### config.mk
export PLATFORM = sky130hd
export DESIGN_NAME = sscs_slave
export DESIGN_NICKNAME = d
export VERILOG_FILES = /design/src/hdl/sscs_pkg.sv /design/src/hdl/sscs_slave.sv
export SDC_FILE = /design/constraint.sdc
export NUM_CORES = 1
export LEC_CHECK = 0
export BUFFER_PORTS_ARGS = -buffer_cell sky130_fd_sc_hd__clkbuf_2
export CORE_MARGIN = 4
export CORE_UTILIZATION = 30
export CTS_BUF_LIST = sky130_fd_sc_hd__clkbuf_4 sky130_fd_sc_hd__clkbuf_8
export CTS_CLUSTER_DIAMETER = 200
export CTS_CLUSTER_SIZE = 40
export DETAILED_ROUTE_END_ITERATION = 8
export HOLD_SLACK_MARGIN = 0.08
export PLACE_DENSITY = 0.59
export SLEW_MARGIN = 20
export SYNTH_ARGS = -nofsm -noshare
export SYNTH_HDL_FRONTEND = slang
export SYNTH_SLANG_ARGS = --single-unit
### constraint.sdc
create_clock -name sys_clk -period 2.38 [get_ports sys_clk]
set_clock_uncertainty 0.1 [all_clocks]
set_input_delay 0.595 -clock sys_clk [delete_from_list [all_inputs] [get_ports sys_clk]]
set_output_delay 0.595 -clock sys_clk [all_outputs]
set_load 0.05 [all_outputs]
### src/hdl/sscs_pkg.sv
// package for the two-wire sensor control slave
// assumes a 200 MHz system clock; link clock comes from the bus master
package sscs_pkg;
   localparam int ADDR_W = 16;
   localparam int DATA_W = 8;
   localparam logic [3:0] SLAVE_ADDR_HI = 4'hE;
   localparam logic [1:0] SLAVE_ADDR_LO = 2'h2;
   localparam logic [ADDR_W-1:0] REG_ADDR_RESET = 16'h0000;
   localparam int BITS_PER_BYTE = 8;
   localparam int MAX_BIT_RATE = 400000;
   localparam int SYS_CLK_HZ = 200000000;
   localparam int MIN_BIT_CYCLES = SYS_CLK_HZ / MAX_BIT_RATE;
   localparam int ACK_HOLD_NS = 300;
   localparam int SYS_CLK_NS = 5;
   localparam int ACK_HOLD_CYCLES = (ACK_HOLD_NS + SYS_CLK_NS - 1) / SYS_CLK_NS;

   typedef enum logic [2:0] {
      SSCS_IDLE,
      SSCS_DEV_ADDR,
      SSCS_REG_HI,
      SSCS_REG_LO,
      SSCS_WR_DATA,
      SSCS_RD_DATA,
      SSCS_RD_ACK
   } sscs_state_e;

   typedef struct packed {
      logic we;
      logic re;
      logic [ADDR_W-1:0] addr;
      logic [DATA_W-1:0] wdata;
   } sscs_reg_req_s;
endpackage

### src/hdl/sscs_slave.sv
// two-wire serial control slave giving access to the sensor register space
// assumes open-drain lines resolved outside; register file answers rdata combinationally
`timescale 1ns/1ps
//
// Overview of operation
// eight bits MSB first, then one acknowledge
// lines only pulled low or released
// start seen anytime restarts, expects slave address
// data changes only while clock low
// answer only address 1110x10, x from pin
// eighth bit: one reads, zero writes
// acknowledge matching address after clock falls
// write gets two register address bytes, acked
// data bytes stored, acked, address increments
// read shifts out current register contents
// repeated start keeps loaded register address
// no acknowledge driven after read byte
// master ack continues read with next register
// master leaves last read byte unacked
// no master ack returns to idle
// register address kept across transactions
// address increments on clock rise of ack
// stop returns serial interface to idle
// link runs up to 400 kbit/s
// lines synchronised; edges and conditions from samples
module sscs_slave (
   input wire logic sys_clk,
   input wire logic reset_n,
   input wire logic link_clock_pin,
   input wire logic serial_data_pin_in,
   output logic serial_data_pin_out,
   output logic serial_data_pin_oe,
   input wire logic bus_address_select_pin,
   output sscs_pkg::sscs_reg_req_s reg_req,
   input wire logic [sscs_pkg::DATA_W-1:0] reg_rdata,
   output logic [sscs_pkg::ADDR_W-1:0] reg_addr,
   output logic busy
);
   import sscs_pkg::*;

   ////////////////////////////////////////////////////////////////////
   // three-stage synchronisers
   logic [2:0] scl_sync;
   logic [2:0] sda_sync;
   logic [2:0] sel_sync;
   logic scl;
   logic sda;
   logic sel;

   always_ff @(posedge sys_clk) begin
      if (!reset_n) begin
         scl_sync <= 3'h7;
         sda_sync <= 3'h7;
         sel_sync <= 3'h0;
      end else begin
         scl_sync <= {scl_sync[1:0], link_clock_pin};
         sda_sync <= {sda_sync[1:0], serial_data_pin_in};
         sel_sync <= {sel_sync[1:0], bus_address_select_pin};
      end
   end

   always_ff @(posedge sys_clk) begin
      if (!reset_n) begin
         scl <= 1'b1;
         sda <= 1'b1;
         sel <= 1'b0;
      end else begin
         if (scl_sync[1] == scl_sync[2]) begin
            scl <= scl_sync[2];
         end
         if (sda_sync[1] == sda_sync[2]) begin
            sda <= sda_sync[2];
         end
         if (sel_sync[1] == sel_sync[2]) begin
            sel <= sel_sync[2];
         end
      end
   end

   ////////////////////////////////////////////////////////////////////
   // edge and condition detection
   logic scl_d;
   logic sda_d;
   logic scl_rise;
   logic scl_fall;
   logic start_cond;
   logic stop_cond;

   always_ff @(posedge sys_clk) begin
      if (!reset_n) begin
         scl_d <= 1'b1;
         sda_d <= 1'b1;
      end else begin
         scl_d <= scl;
         sda_d <= sda;
      end
   end

   assign scl_rise = scl & ~scl_d;
   assign scl_fall = ~scl & scl_d;
   assign start_cond = scl & scl_d & sda_d & ~sda;
   assign stop_cond = scl & scl_d & ~sda_d & sda;

   ////////////////////////////////////////////////////////////////////
   // protocol state
   sscs_state_e state;
   logic [3:0] bit_cnt;
   logic [DATA_W-1:0] shift;
   logic [DATA_W-1:0] rx_byte;
   logic [DATA_W-1:0] tx_byte;
   logic ack_phase;
   logic rd_mode;
   logic data_ack;
   logic ack_drive;
   logic byte_end;
   logic ack_rise;
   logic ack_end;
   logic addr_ok;
   logic next_oe;
   logic [ADDR_W-1:0] next_addr;

   function automatic logic addr_match(input logic [DATA_W-1:0] b, input logic x);
      addr_match = (b[7:4] == SLAVE_ADDR_HI) && (b[3] == x) && (b[2:1] == SLAVE_ADDR_LO);
   endfunction

   function automatic logic is_last_bit(input logic [3:0] cnt);
      is_last_bit = (cnt == 4'(BITS_PER_BYTE));
   endfunction

   // eighth bit taken: acknowledge slot opens on this clock fall
   assign byte_end = scl_fall && !ack_phase && is_last_bit(bit_cnt);
   // rise that begins the acknowledge bit, and the fall that ends it
   assign ack_rise = scl_rise && ack_phase;
   assign ack_end = scl_fall && ack_phase;
   assign rx_byte = shift;
   assign addr_ok = addr_match(rx_byte, sel);

   ////////////////////////////////////////////////////////////////////
   // bit counting and receive shifter
   always_ff @(posedge sys_clk) begin
      if (!reset_n) begin
         bit_cnt <= 4'h0;
      end else if (start_cond || stop_cond || state == SSCS_IDLE) begin
         bit_cnt <= 4'h0;
      end else if (ack_end) begin
         bit_cnt <= 4'h0;
      end else if (scl_rise && !ack_phase && !is_last_bit(bit_cnt)) begin
         bit_cnt <= bit_cnt + 4'h1;
      end
   end

   always_ff @(posedge sys_clk) begin
      if (!reset_n) begin
         shift <= 8'h00;
      end else if (start_cond) begin
         shift <= 8'h00;
      end else if (scl_rise && !ack_phase && !is_last_bit(bit_cnt)) begin
         shift <= {shift[6:0], sda};
      end
   end

   always_ff @(posedge sys_clk) begin
      if (!reset_n) begin
         ack_phase <= 1'b0;
      end else if (start_cond || stop_cond) begin
         ack_phase <= 1'b0;
      end else if (byte_end) begin
         ack_phase <= 1'b1;
      end else if (ack_end) begin
         ack_phase <= 1'b0;
      end
   end

   ////////////////////////////////////////////////////////////////////
   // transaction state
   always_ff @(posedge sys_clk) begin
      if (!reset_n) begin
         state <= SSCS_IDLE;
      end else if (start_cond) begin
         state <= SSCS_DEV_ADDR;
      end else if (stop_cond) begin
         state <= SSCS_IDLE;
      end else if (byte_end) begin
         case (state)
            SSCS_DEV_ADDR: begin
               if (addr_ok) begin
                  state <= rx_byte[0] ? SSCS_RD_DATA : SSCS_REG_HI;
               end else begin
                  state <= SSCS_IDLE;
               end
            end
            SSCS_REG_HI: begin
               state <= SSCS_REG_LO;
            end
            SSCS_REG_LO: begin
               state <= SSCS_WR_DATA;
            end
            SSCS_WR_DATA: begin
               state <= SSCS_WR_DATA;
            end
            SSCS_RD_DATA: begin
               state <= SSCS_RD_ACK;
            end
            default: begin
               state <= SSCS_IDLE;
            end
         endcase
      end else if (ack_rise && state == SSCS_RD_ACK) begin
         // master ack low continues, high ends
         state <= sda ? SSCS_IDLE : SSCS_RD_DATA;
      end
   end

   always_ff @(posedge sys_clk) begin
      if (!reset_n) begin
         rd_mode <= 1'b0;
      end else if (start_cond) begin
         rd_mode <= 1'b0;
      end else if (byte_end && state == SSCS_DEV_ADDR && addr_ok) begin
         rd_mode <= rx_byte[0];
      end
   end

   always_ff @(posedge sys_clk) begin
      if (!reset_n) begin
         data_ack <= 1'b0;
      end else if (start_cond || stop_cond) begin
         data_ack <= 1'b0;
      end else if (byte_end) begin
         data_ack <= state == SSCS_WR_DATA || state == SSCS_RD_DATA;
      end else if (ack_end) begin
         data_ack <= 1'b0;
      end
   end

   ////////////////////////////////////////////////////////////////////
   // register address and register-file strobes
   always_ff @(posedge sys_clk) begin
      if (!reset_n) begin
         reg_addr <= REG_ADDR_RESET;
      end else if (byte_end && state == SSCS_REG_HI) begin
         reg_addr <= {rx_byte, reg_addr[7:0]};
      end else if (byte_end && state == SSCS_REG_LO) begin
         reg_addr <= {reg_addr[15:8], rx_byte};
      end else if (ack_rise && data_ack) begin
         reg_addr <= next_addr;
      end
   end

   assign next_addr = reg_addr + 16'h0001;

   always_ff @(posedge sys_clk) begin
      if (!reset_n) begin
         reg_req <= '0;
      end else begin
         reg_req.we <= byte_end && state == SSCS_WR_DATA;
         reg_req.re <= ack_end && state == SSCS_RD_DATA && rd_mode;
         reg_req.addr <= reg_addr;
         reg_req.wdata <= rx_byte;
      end
   end

   ////////////////////////////////////////////////////////////////////
   // data line drive: pull low or release only
   always_ff @(posedge sys_clk) begin
      if (!reset_n) begin
         tx_byte <= 8'hFF;
      end else if (start_cond || stop_cond) begin
         tx_byte <= 8'hFF;
      end else if (ack_end && state == SSCS_RD_DATA) begin
         tx_byte <= reg_rdata;
      end else if (scl_fall && state == SSCS_RD_DATA && !ack_phase && !is_last_bit(bit_cnt)) begin
         tx_byte <= {tx_byte[6:0], 1'b1};
      end
   end

   always_ff @(posedge sys_clk) begin
      if (!reset_n) begin
         ack_drive <= 1'b0;
      end else if (start_cond || stop_cond) begin
         ack_drive <= 1'b0;
      end else if (byte_end) begin
         ack_drive <= (state == SSCS_DEV_ADDR && addr_ok) || state == SSCS_REG_HI
            || state == SSCS_REG_LO || state == SSCS_WR_DATA;
      end else if (ack_end) begin
         ack_drive <= 1'b0;
      end
   end

   always_comb begin
      next_oe = ack_drive;
      if (state == SSCS_RD_DATA && rd_mode && !ack_phase) begin
         next_oe = !tx_byte[7];
      end
   end

   always_ff @(posedge sys_clk) begin
      if (!reset_n) begin
         serial_data_pin_oe <= 1'b0;
         serial_data_pin_out <= 1'b0;
         busy <= 1'b0;
      end else begin
         serial_data_pin_oe <= next_oe && !start_cond && !stop_cond;
         serial_data_pin_out <= 1'b0;
         busy <= state != SSCS_IDLE;
      end
   end
endmodule

# [After elaboration in Yosys (flattened, before gate mapping)]
# Cells that the tools add are included.
[classes] addsub=2 n_eq_ne=14 n_mux=18 bitwise=13 reduce_logical=51
[ops] cell="2-to-1 mux 16 bit" n=3
[ops] cell="logical AND 1 bit" n=25
[ops] cell="adder 16 x 1 -> 16 bit (second input constant)" n=1
[ops] cell="2-to-1 mux 8 bit" n=2
[ops] cell="2-to-1 mux 3 bit" n=5
[ops] cell="one-hot mux 3 bit (4 select lines)" n=1
[ops] cell="nonzero test 2 bit" n=5
[ops] cell="== test 3 bit (second input constant)" n=3
[ops] cell="== test 4 bit (second input constant)" n=2
[ops] cell="bitwise AND 1 bit" n=7
[ops] cell="2-to-1 mux 1 bit" n=7
[ops] cell="== test 3 x 2 -> 1 bit (second input constant)" n=2
[ops] cell="logical OR 1 bit" n=6
[ops] cell="inverter 1 bit" n=6
[ops] cell="OR reduction 2 bit" n=3
[ops] cell="OR reduction 3 bit" n=2
[ops] cell="logical NOT 1 bit" n=5
[ops] cell="adder 4 x 1 -> 4 bit (second input constant)" n=1
[ops] cell="== test 1 bit" n=4
[ops] cell="AND reduction 2 bit" n=2
[ops] cell="nonzero test 4 bit" n=1
[ops] cell="== test 3 x 1 -> 1 bit (second input constant)" n=1
[ops] cell="logical NOT 3 bit" n=1
[ops] cell="nonzero test 3 bit" n=1
[ops] cell="2 further kinds" n=2
[totals] regBits=85 in_bits=13 out_inout_bits=45

# [Logic depth before layout (Yosys ltp)]
[depth] ltp_word=8 mapped_depth=9 depth_no_buf=7

# [Least setup slack after synthesis]
# OpenSTA, ideal clock, no wires.
[synth_path] path_type="reg2reg" start="register reg_addr[6] (netlist name)" end="register reg_addr[15] (netlist name)" arrival_ns=2.023 required_ns=2.206 path_slack_ns=0.183 stages_incl_launch_ff=6 path_buffers=0 period_less_slack_ns=2.197 path_cell_list="dfxtp_1 nand3_1 nor4_2 nand4_1 or3_1 a31oi_1"
[synth_via] elab_chain_len=4
[synth_lines] item="start, declared" line_no="sscs_slave.sv:36" text="output logic [sscs_pkg::ADDR_W-1:0] reg_addr,"
[synth_lines] item="start signal, assigned" line_no="sscs_slave.sv:242" text="reg_addr <= {rx_byte, reg_addr[7:0]};"
[synth_lines] item="start signal, assigned" line_no="sscs_slave.sv:244" text="reg_addr <= {reg_addr[15:8], rx_byte};"
[synth_lines] item="start signal, assigned" line_no="sscs_slave.sv:246" text="reg_addr <= next_addr;"
[synth_lines] item="adder 16 x 1 -> 16 bit" line_no="sscs_slave.sv:250" text="assign next_addr = reg_addr + 16'h0001;"
[synth_lines] item="2-to-1 mux 16 bit" line_no="sscs_slave.sv:245" text="end else if (ack_rise && data_ack) begin"
[synth_lines] item="2-to-1 mux 16 bit" line_no="sscs_slave.sv:243" text="end else if (byte_end && state == SSCS_REG_LO) begin"
[synth_lines] item="2-to-1 mux 16 bit" line_no="sscs_slave.sv:241" text="end else if (byte_end && state == SSCS_REG_HI) begin"
# No other way between the ends. The select of a mux whose other input is x is not followed.
# A chain may end at the register's enable or synchronous reset.

# [Worst setup path after layout]
[layout_path] start="register bit_cnt[0]" end="register shift[4] (netlist: rx_byte[4])"
[layout_via] elab_chain_len=3
[layout_lines] item="start, declared" line_no="sscs_slave.sv:107" text="logic [3:0] bit_cnt;"
[layout_lines] item="start signal, assigned" line_no="sscs_slave.sv:148" text="bit_cnt <= bit_cnt + 4'h1;"
[layout_lines] item="== test 4 bit" line_no="sscs_slave.sv:127" text="is_last_bit = (cnt == 4'(BITS_PER_BYTE));"
[layout_lines] item="logical NOT 1 bit" line_no="sscs_slave.sv:157" text="end else if (scl_rise && !ack_phase && !is_last_bit(bit_cnt)) begin"
[layout_lines] item="logical AND 1 bit" line_no="sscs_slave.sv:157"
[layout_lines] item="end signal, assigned" line_no="sscs_slave.sv:158" text="shift <= {shift[6:0], sda};"
[layout_lines] item="end, declared" line_no="sscs_slave.sv:108" text="logic [DATA_W-1:0] shift;"
# No other way between the ends.

==> results.txt <==
----------------------------------------------------
[Synthesis]
  Number of flops mapped to enable cells by yosys ... 0
  Area share of the largest cell type after synthesis ... 49.3%
  Yosys top cell by area ... sky130_fd_sc_hd__dfxtp_1
  Post-Syn Area ... 0.00345 mm^2
  Net count after synthesis ... 391
  Synthesized instance count ... 375
  Synthesis Warnings ... 0
  Share of synthesized flip-flops with an asynchronous set or reset ... 0%
  Largest cells by area after synthesis ... sky130_fd_sc_hd__dfxtp_1 49%, sky130_fd_sc_hd__nor2_1 4.8%, sky130_fd_sc_hd__and2_1 4.5%
  Leading register cell type out of synthesis ... sky130_fd_sc_hd__dfxtp_1
  Synth Register Bits ... 85
  Mean area per synthesized cell ... 9.21 um^2
  Sequential element share of the synthesized area ... 49.3%
  Synth unique cells ... 58

[Route]
  Total length of routed wires ... 8350 um
  DRC violation count after routing ... 0
  Initial DRC count ... 188
  Vias per inst ... 5.07
  Number of detailed-route iterations in the first pass ... 4
  Post-detailed-route count of antenna-violating nets ... 0
  Average routed wire per standard cell ... 14.3 um
  Routed via count ... 2955

[Status]
  Result of the run ... finished clean

[STA]
  Finish-stage setup viols ... 0
  Final worst path period share ... 94.8%
  Clock period minus final worst setup slack ... 2260 ps
  Total negative slack for setup checks ... 0 ps
  Final slew viol count ... 0
  Worst rel slew slack ... 47.8%
  Highest clock frequency the design can meet ... 443 MHz
  Endpoints failing hold ... 0
  Setup slack of the critical path after layout ... 124 ps
  Actual transition at the worst max-transition pin ... 775 ps
  Setup repair after global routing missed its margin ... no

[Worst setup path]
  Reg-to-reg slack, setup ... 120 ps
  Worst reg-to-reg path cell count ... 7
  Origin of the critical flop-to-flop path ... bit_cnt[0]
  Crit Path Category ... reg -> reg
  Critical path fanouts, max ... 10
  Element type at the critical path start ... register
  Worst R2R End ... rx_byte[4]
  Required time at the worst-slack endpoint ... 2510 ps
  Endpoint arrival time on the critical path ... 2380 ps
  Endpoint type of the worst setup path ... register

[Pwr]
  Clock network power share ... 43.6%
  Internal Pwr Total ... 2.05 mW
  Switching part of the total ... 21.9%
  Leak Pwr ... 1.74 nW
  P per Cell Area ... 632 mW/mm^2
  Power share of the combinational group ... 1.9%
  Part of the total power dissipated in sequential elements ... 54.5%
  Worst voltage drop across the vdd grid ... 352 uV
  Switching pwr ... 0.574 mW

[Floorplanning]
  Number of primary I/O pins ... 58
  Die width ... 115 um
  Starting utilization of the core area ... 31.3%
  Vertical die dimension ... 115 um
  Placeable core region ... 0.0110 mm^2
  Total die area ... 0.0133 mm^2
  Floorplan row count ... 38

[Clock network]
  Clock Tree Buf Depth ... 2
  Total number of H-tree levels ... 3
  Number of buffers inserted by post-CTS setup repair ... 0
  Clock buffer count from CTS ... 9
  CTS tree ... yes
  CTS Hold Buffers Added ... 0
  Clock root buffer ... sky130_fd_sc_hd__clkbuf_8
  Number of resized instances in the post-cts repair step ... 0
  Clock insertion delay at the later pin of the skew report ... 360 ps
  Count of clock tree sinks ... 85
  Clk pin slew, worst setup/hold paths ... 90 ps

[Global route]
  Global-route total usage across every layer ... 13.0%
  Antenna violations before repair ... 0
  Sum of overflow across all layers after global routing ... 0
  Via count of the first global-routing pass ... 2852
  First-pass GRT wire length ... 13800 um
  Pin count of the biggest net entering global routing ... 28

[Placed design]
  Cells after DPL ... 567
  Post-Place Setup Slack ... 134 ps
  Placed wire-length estimate ... 6150 um
  Number of port buffers ... 56
  Weighted congestion reported at the end of routability-driven placement ... 0.833

[Layout]
  Area taken by multi-input logic gates ... 0.00161 mm^2
  Antenna diodes ... 0
  Total of fill cells in the finished design ... 1115
  Cell Count, Final, Fillers Out ... 583
  Fraction of final layout cells sized beyond drive strength 1 ... 21.4%
  Relative area change from synthesis to final layout ... 20.3%
  Sequential cell area ... 0.00170 mm^2
  Final Core Density ... 37.6%
  Nets ... 454

[Min path]
  Capture endpoint of the worst hold path ... sda_sync[0]
  Critical hold path startpoint ... serial_data_pin_in
  Worst hold path stage count ... 2
  Worst Hold Class ... in -> reg

[Job]
  Count of maximum capacitance violations ... 0

----------------------------------------------------
[logic make-up after synthesis]
group | share of synthesized area [%]
other cells | 0.109
buf+inv | 4.06
simple gates | 26.2
mux | 2.61
fa+ha+maj | 1.09
compound gates | 13.6
xor+xnor | 3.04
flops | 49.3
[cell type report]
class | count | share of cell area, %
Tap cell | 140 | 4.22
Clock inverter | 7 | 2.47
Sequential cell | 85 | 41.0
Inverter | 12 | 1.08
Timing Repair Buffer | 71 | 9.46
Multi-Input combinational cell | 259 | 38.8
Clock buffer | 9 | 2.98
[worst max-delay path by stage]
| stage | from | to | depth (start not counted) |
|---|---|---|---|
| 3_3_place_gp | bit_cnt[0] | rx_byte[6] | 7 |
| 6_report | bit_cnt[0] | rx_byte[4] | 7 |
| 5_1_grt | bit_cnt[0] | rx_byte[4] | 7 |
| 4_1_cts | bit_cnt[0] | rx_byte[4] | 7 |
| 3_5_place_dp | bit_cnt[0] | rx_byte[4] | 7 |
| 2_1_floorplan | reg_addr[6] | reg_addr[15] | 5 |
[cells in the mapped netlist, types with 3 or more instances]
| cell | n |
|---|---|
| sky130_fd_sc_hd__xor2_1 | 3 |
| sky130_fd_sc_hd__nor2_1 | 44 |
| sky130_fd_sc_hd__and2_1 | 25 |
| sky130_fd_sc_hd__ha_1 | 3 |
| sky130_fd_sc_hd__nand2_1 | 27 |
| sky130_fd_sc_hd__xnor2_1 | 9 |
| sky130_fd_sc_hd__and3b_1 | 3 |
| sky130_fd_sc_hd__a31oi_1 | 4 |
| sky130_fd_sc_hd__mux2i_1 | 9 |
| sky130_fd_sc_hd__clkbuf_1 | 13 |
| sky130_fd_sc_hd__o21ai_0 | 17 |
| sky130_fd_sc_hd__a21oi_1 | 17 |
| sky130_fd_sc_hd__inv_1 | 11 |
| sky130_fd_sc_hd__a211oi_1 | 9 |
| sky130_fd_sc_hd__dfxtp_1 | 85 |
| sky130_fd_sc_hd__nand4_1 | 4 |
| sky130_fd_sc_hd__o22ai_1 | 3 |
| sky130_fd_sc_hd__o221ai_1 | 7 |
| sky130_fd_sc_hd__nand3_1 | 19 |
| sky130_fd_sc_hd__nand2b_1 | 9 |
| sky130_fd_sc_hd__nor4_1 | 4 |
| sky130_fd_sc_hd__nor3_1 | 4 |
[cell usage in the layout (no fill, tap or decap), drive strengths merged, types with 15 or more instances in the layout]
cell / n
inv: 15
buf: 15
and2: 25
clkbuf: 65
nand2: 27
nand3: 19
a21oi: 17
dfxtp: 85
nor2: 45
o21ai: 18
[power groups by stage]
| stage | Clock [mW] | Sequential [mW] | Combinational, mW |
|---|---|---|---|
| floorplan | 0 | 1.46 | 0.0278 |
| global placement | 0 | 1.46 | 0.0501 |
| detailed placement | 0 | 1.46 | 0.0505 |
| CTS | 1.19 | 1.43 | 0.0505 |
| global route | 1.24 | 1.43 | 0.0558 |
| finish | 1.14 | 1.43 | 0.0497 |
[worst max-delay path, stage by stage, from the launching register on]
cell                      delay, ps
sky130_fd_sc_hd__dfxtp_1        360
sky130_fd_sc_hd__inv_1           80
sky130_fd_sc_hd__ha_1           240
sky130_fd_sc_hd__and3b_1        180
sky130_fd_sc_hd__or4b_2         670
sky130_fd_sc_hd__buf_4          230
sky130_fd_sc_hd__mux2i_1        190
sky130_fd_sc_hd__nor2_1          60
[metal layers]
layer	share of wire (%)	global-route usage [%]	wire length, um	vias to the layer above
met1	44	16.7	3650	1363
met4	2.6	5.09	221	0
met3	8.5	3.58	712	20
met5	0	0	0	-
met2	45	20.7	3760	119
li1	-	-	-	1453
[through the flow]
step / hold slack, ps / area (um^2) / power (mW)
3_3_place_gp: 294 / 3930 / 1.51
4_1_cts: 302 / 4150 / 2.67
5_1_grt: 301 / 4150 / 2.73
2_1_floorplan: 286 / 3450 / 1.49
6_report: 313 / 4150 / 2.62
3_5_place_dp: 296 / 3930 / 1.51
[state kept, by name, summed over array words and instances, names as in the netlist, 3 cells and up]
signal / count
sda_sync: 3
rx_byte: 8
tx_byte: 8
sel_sync: 3
state: 3
reg_addr: 16
bit_cnt: 4
scl_sync: 3
reg_req: 26
Power figures use the tool's default switching activity.
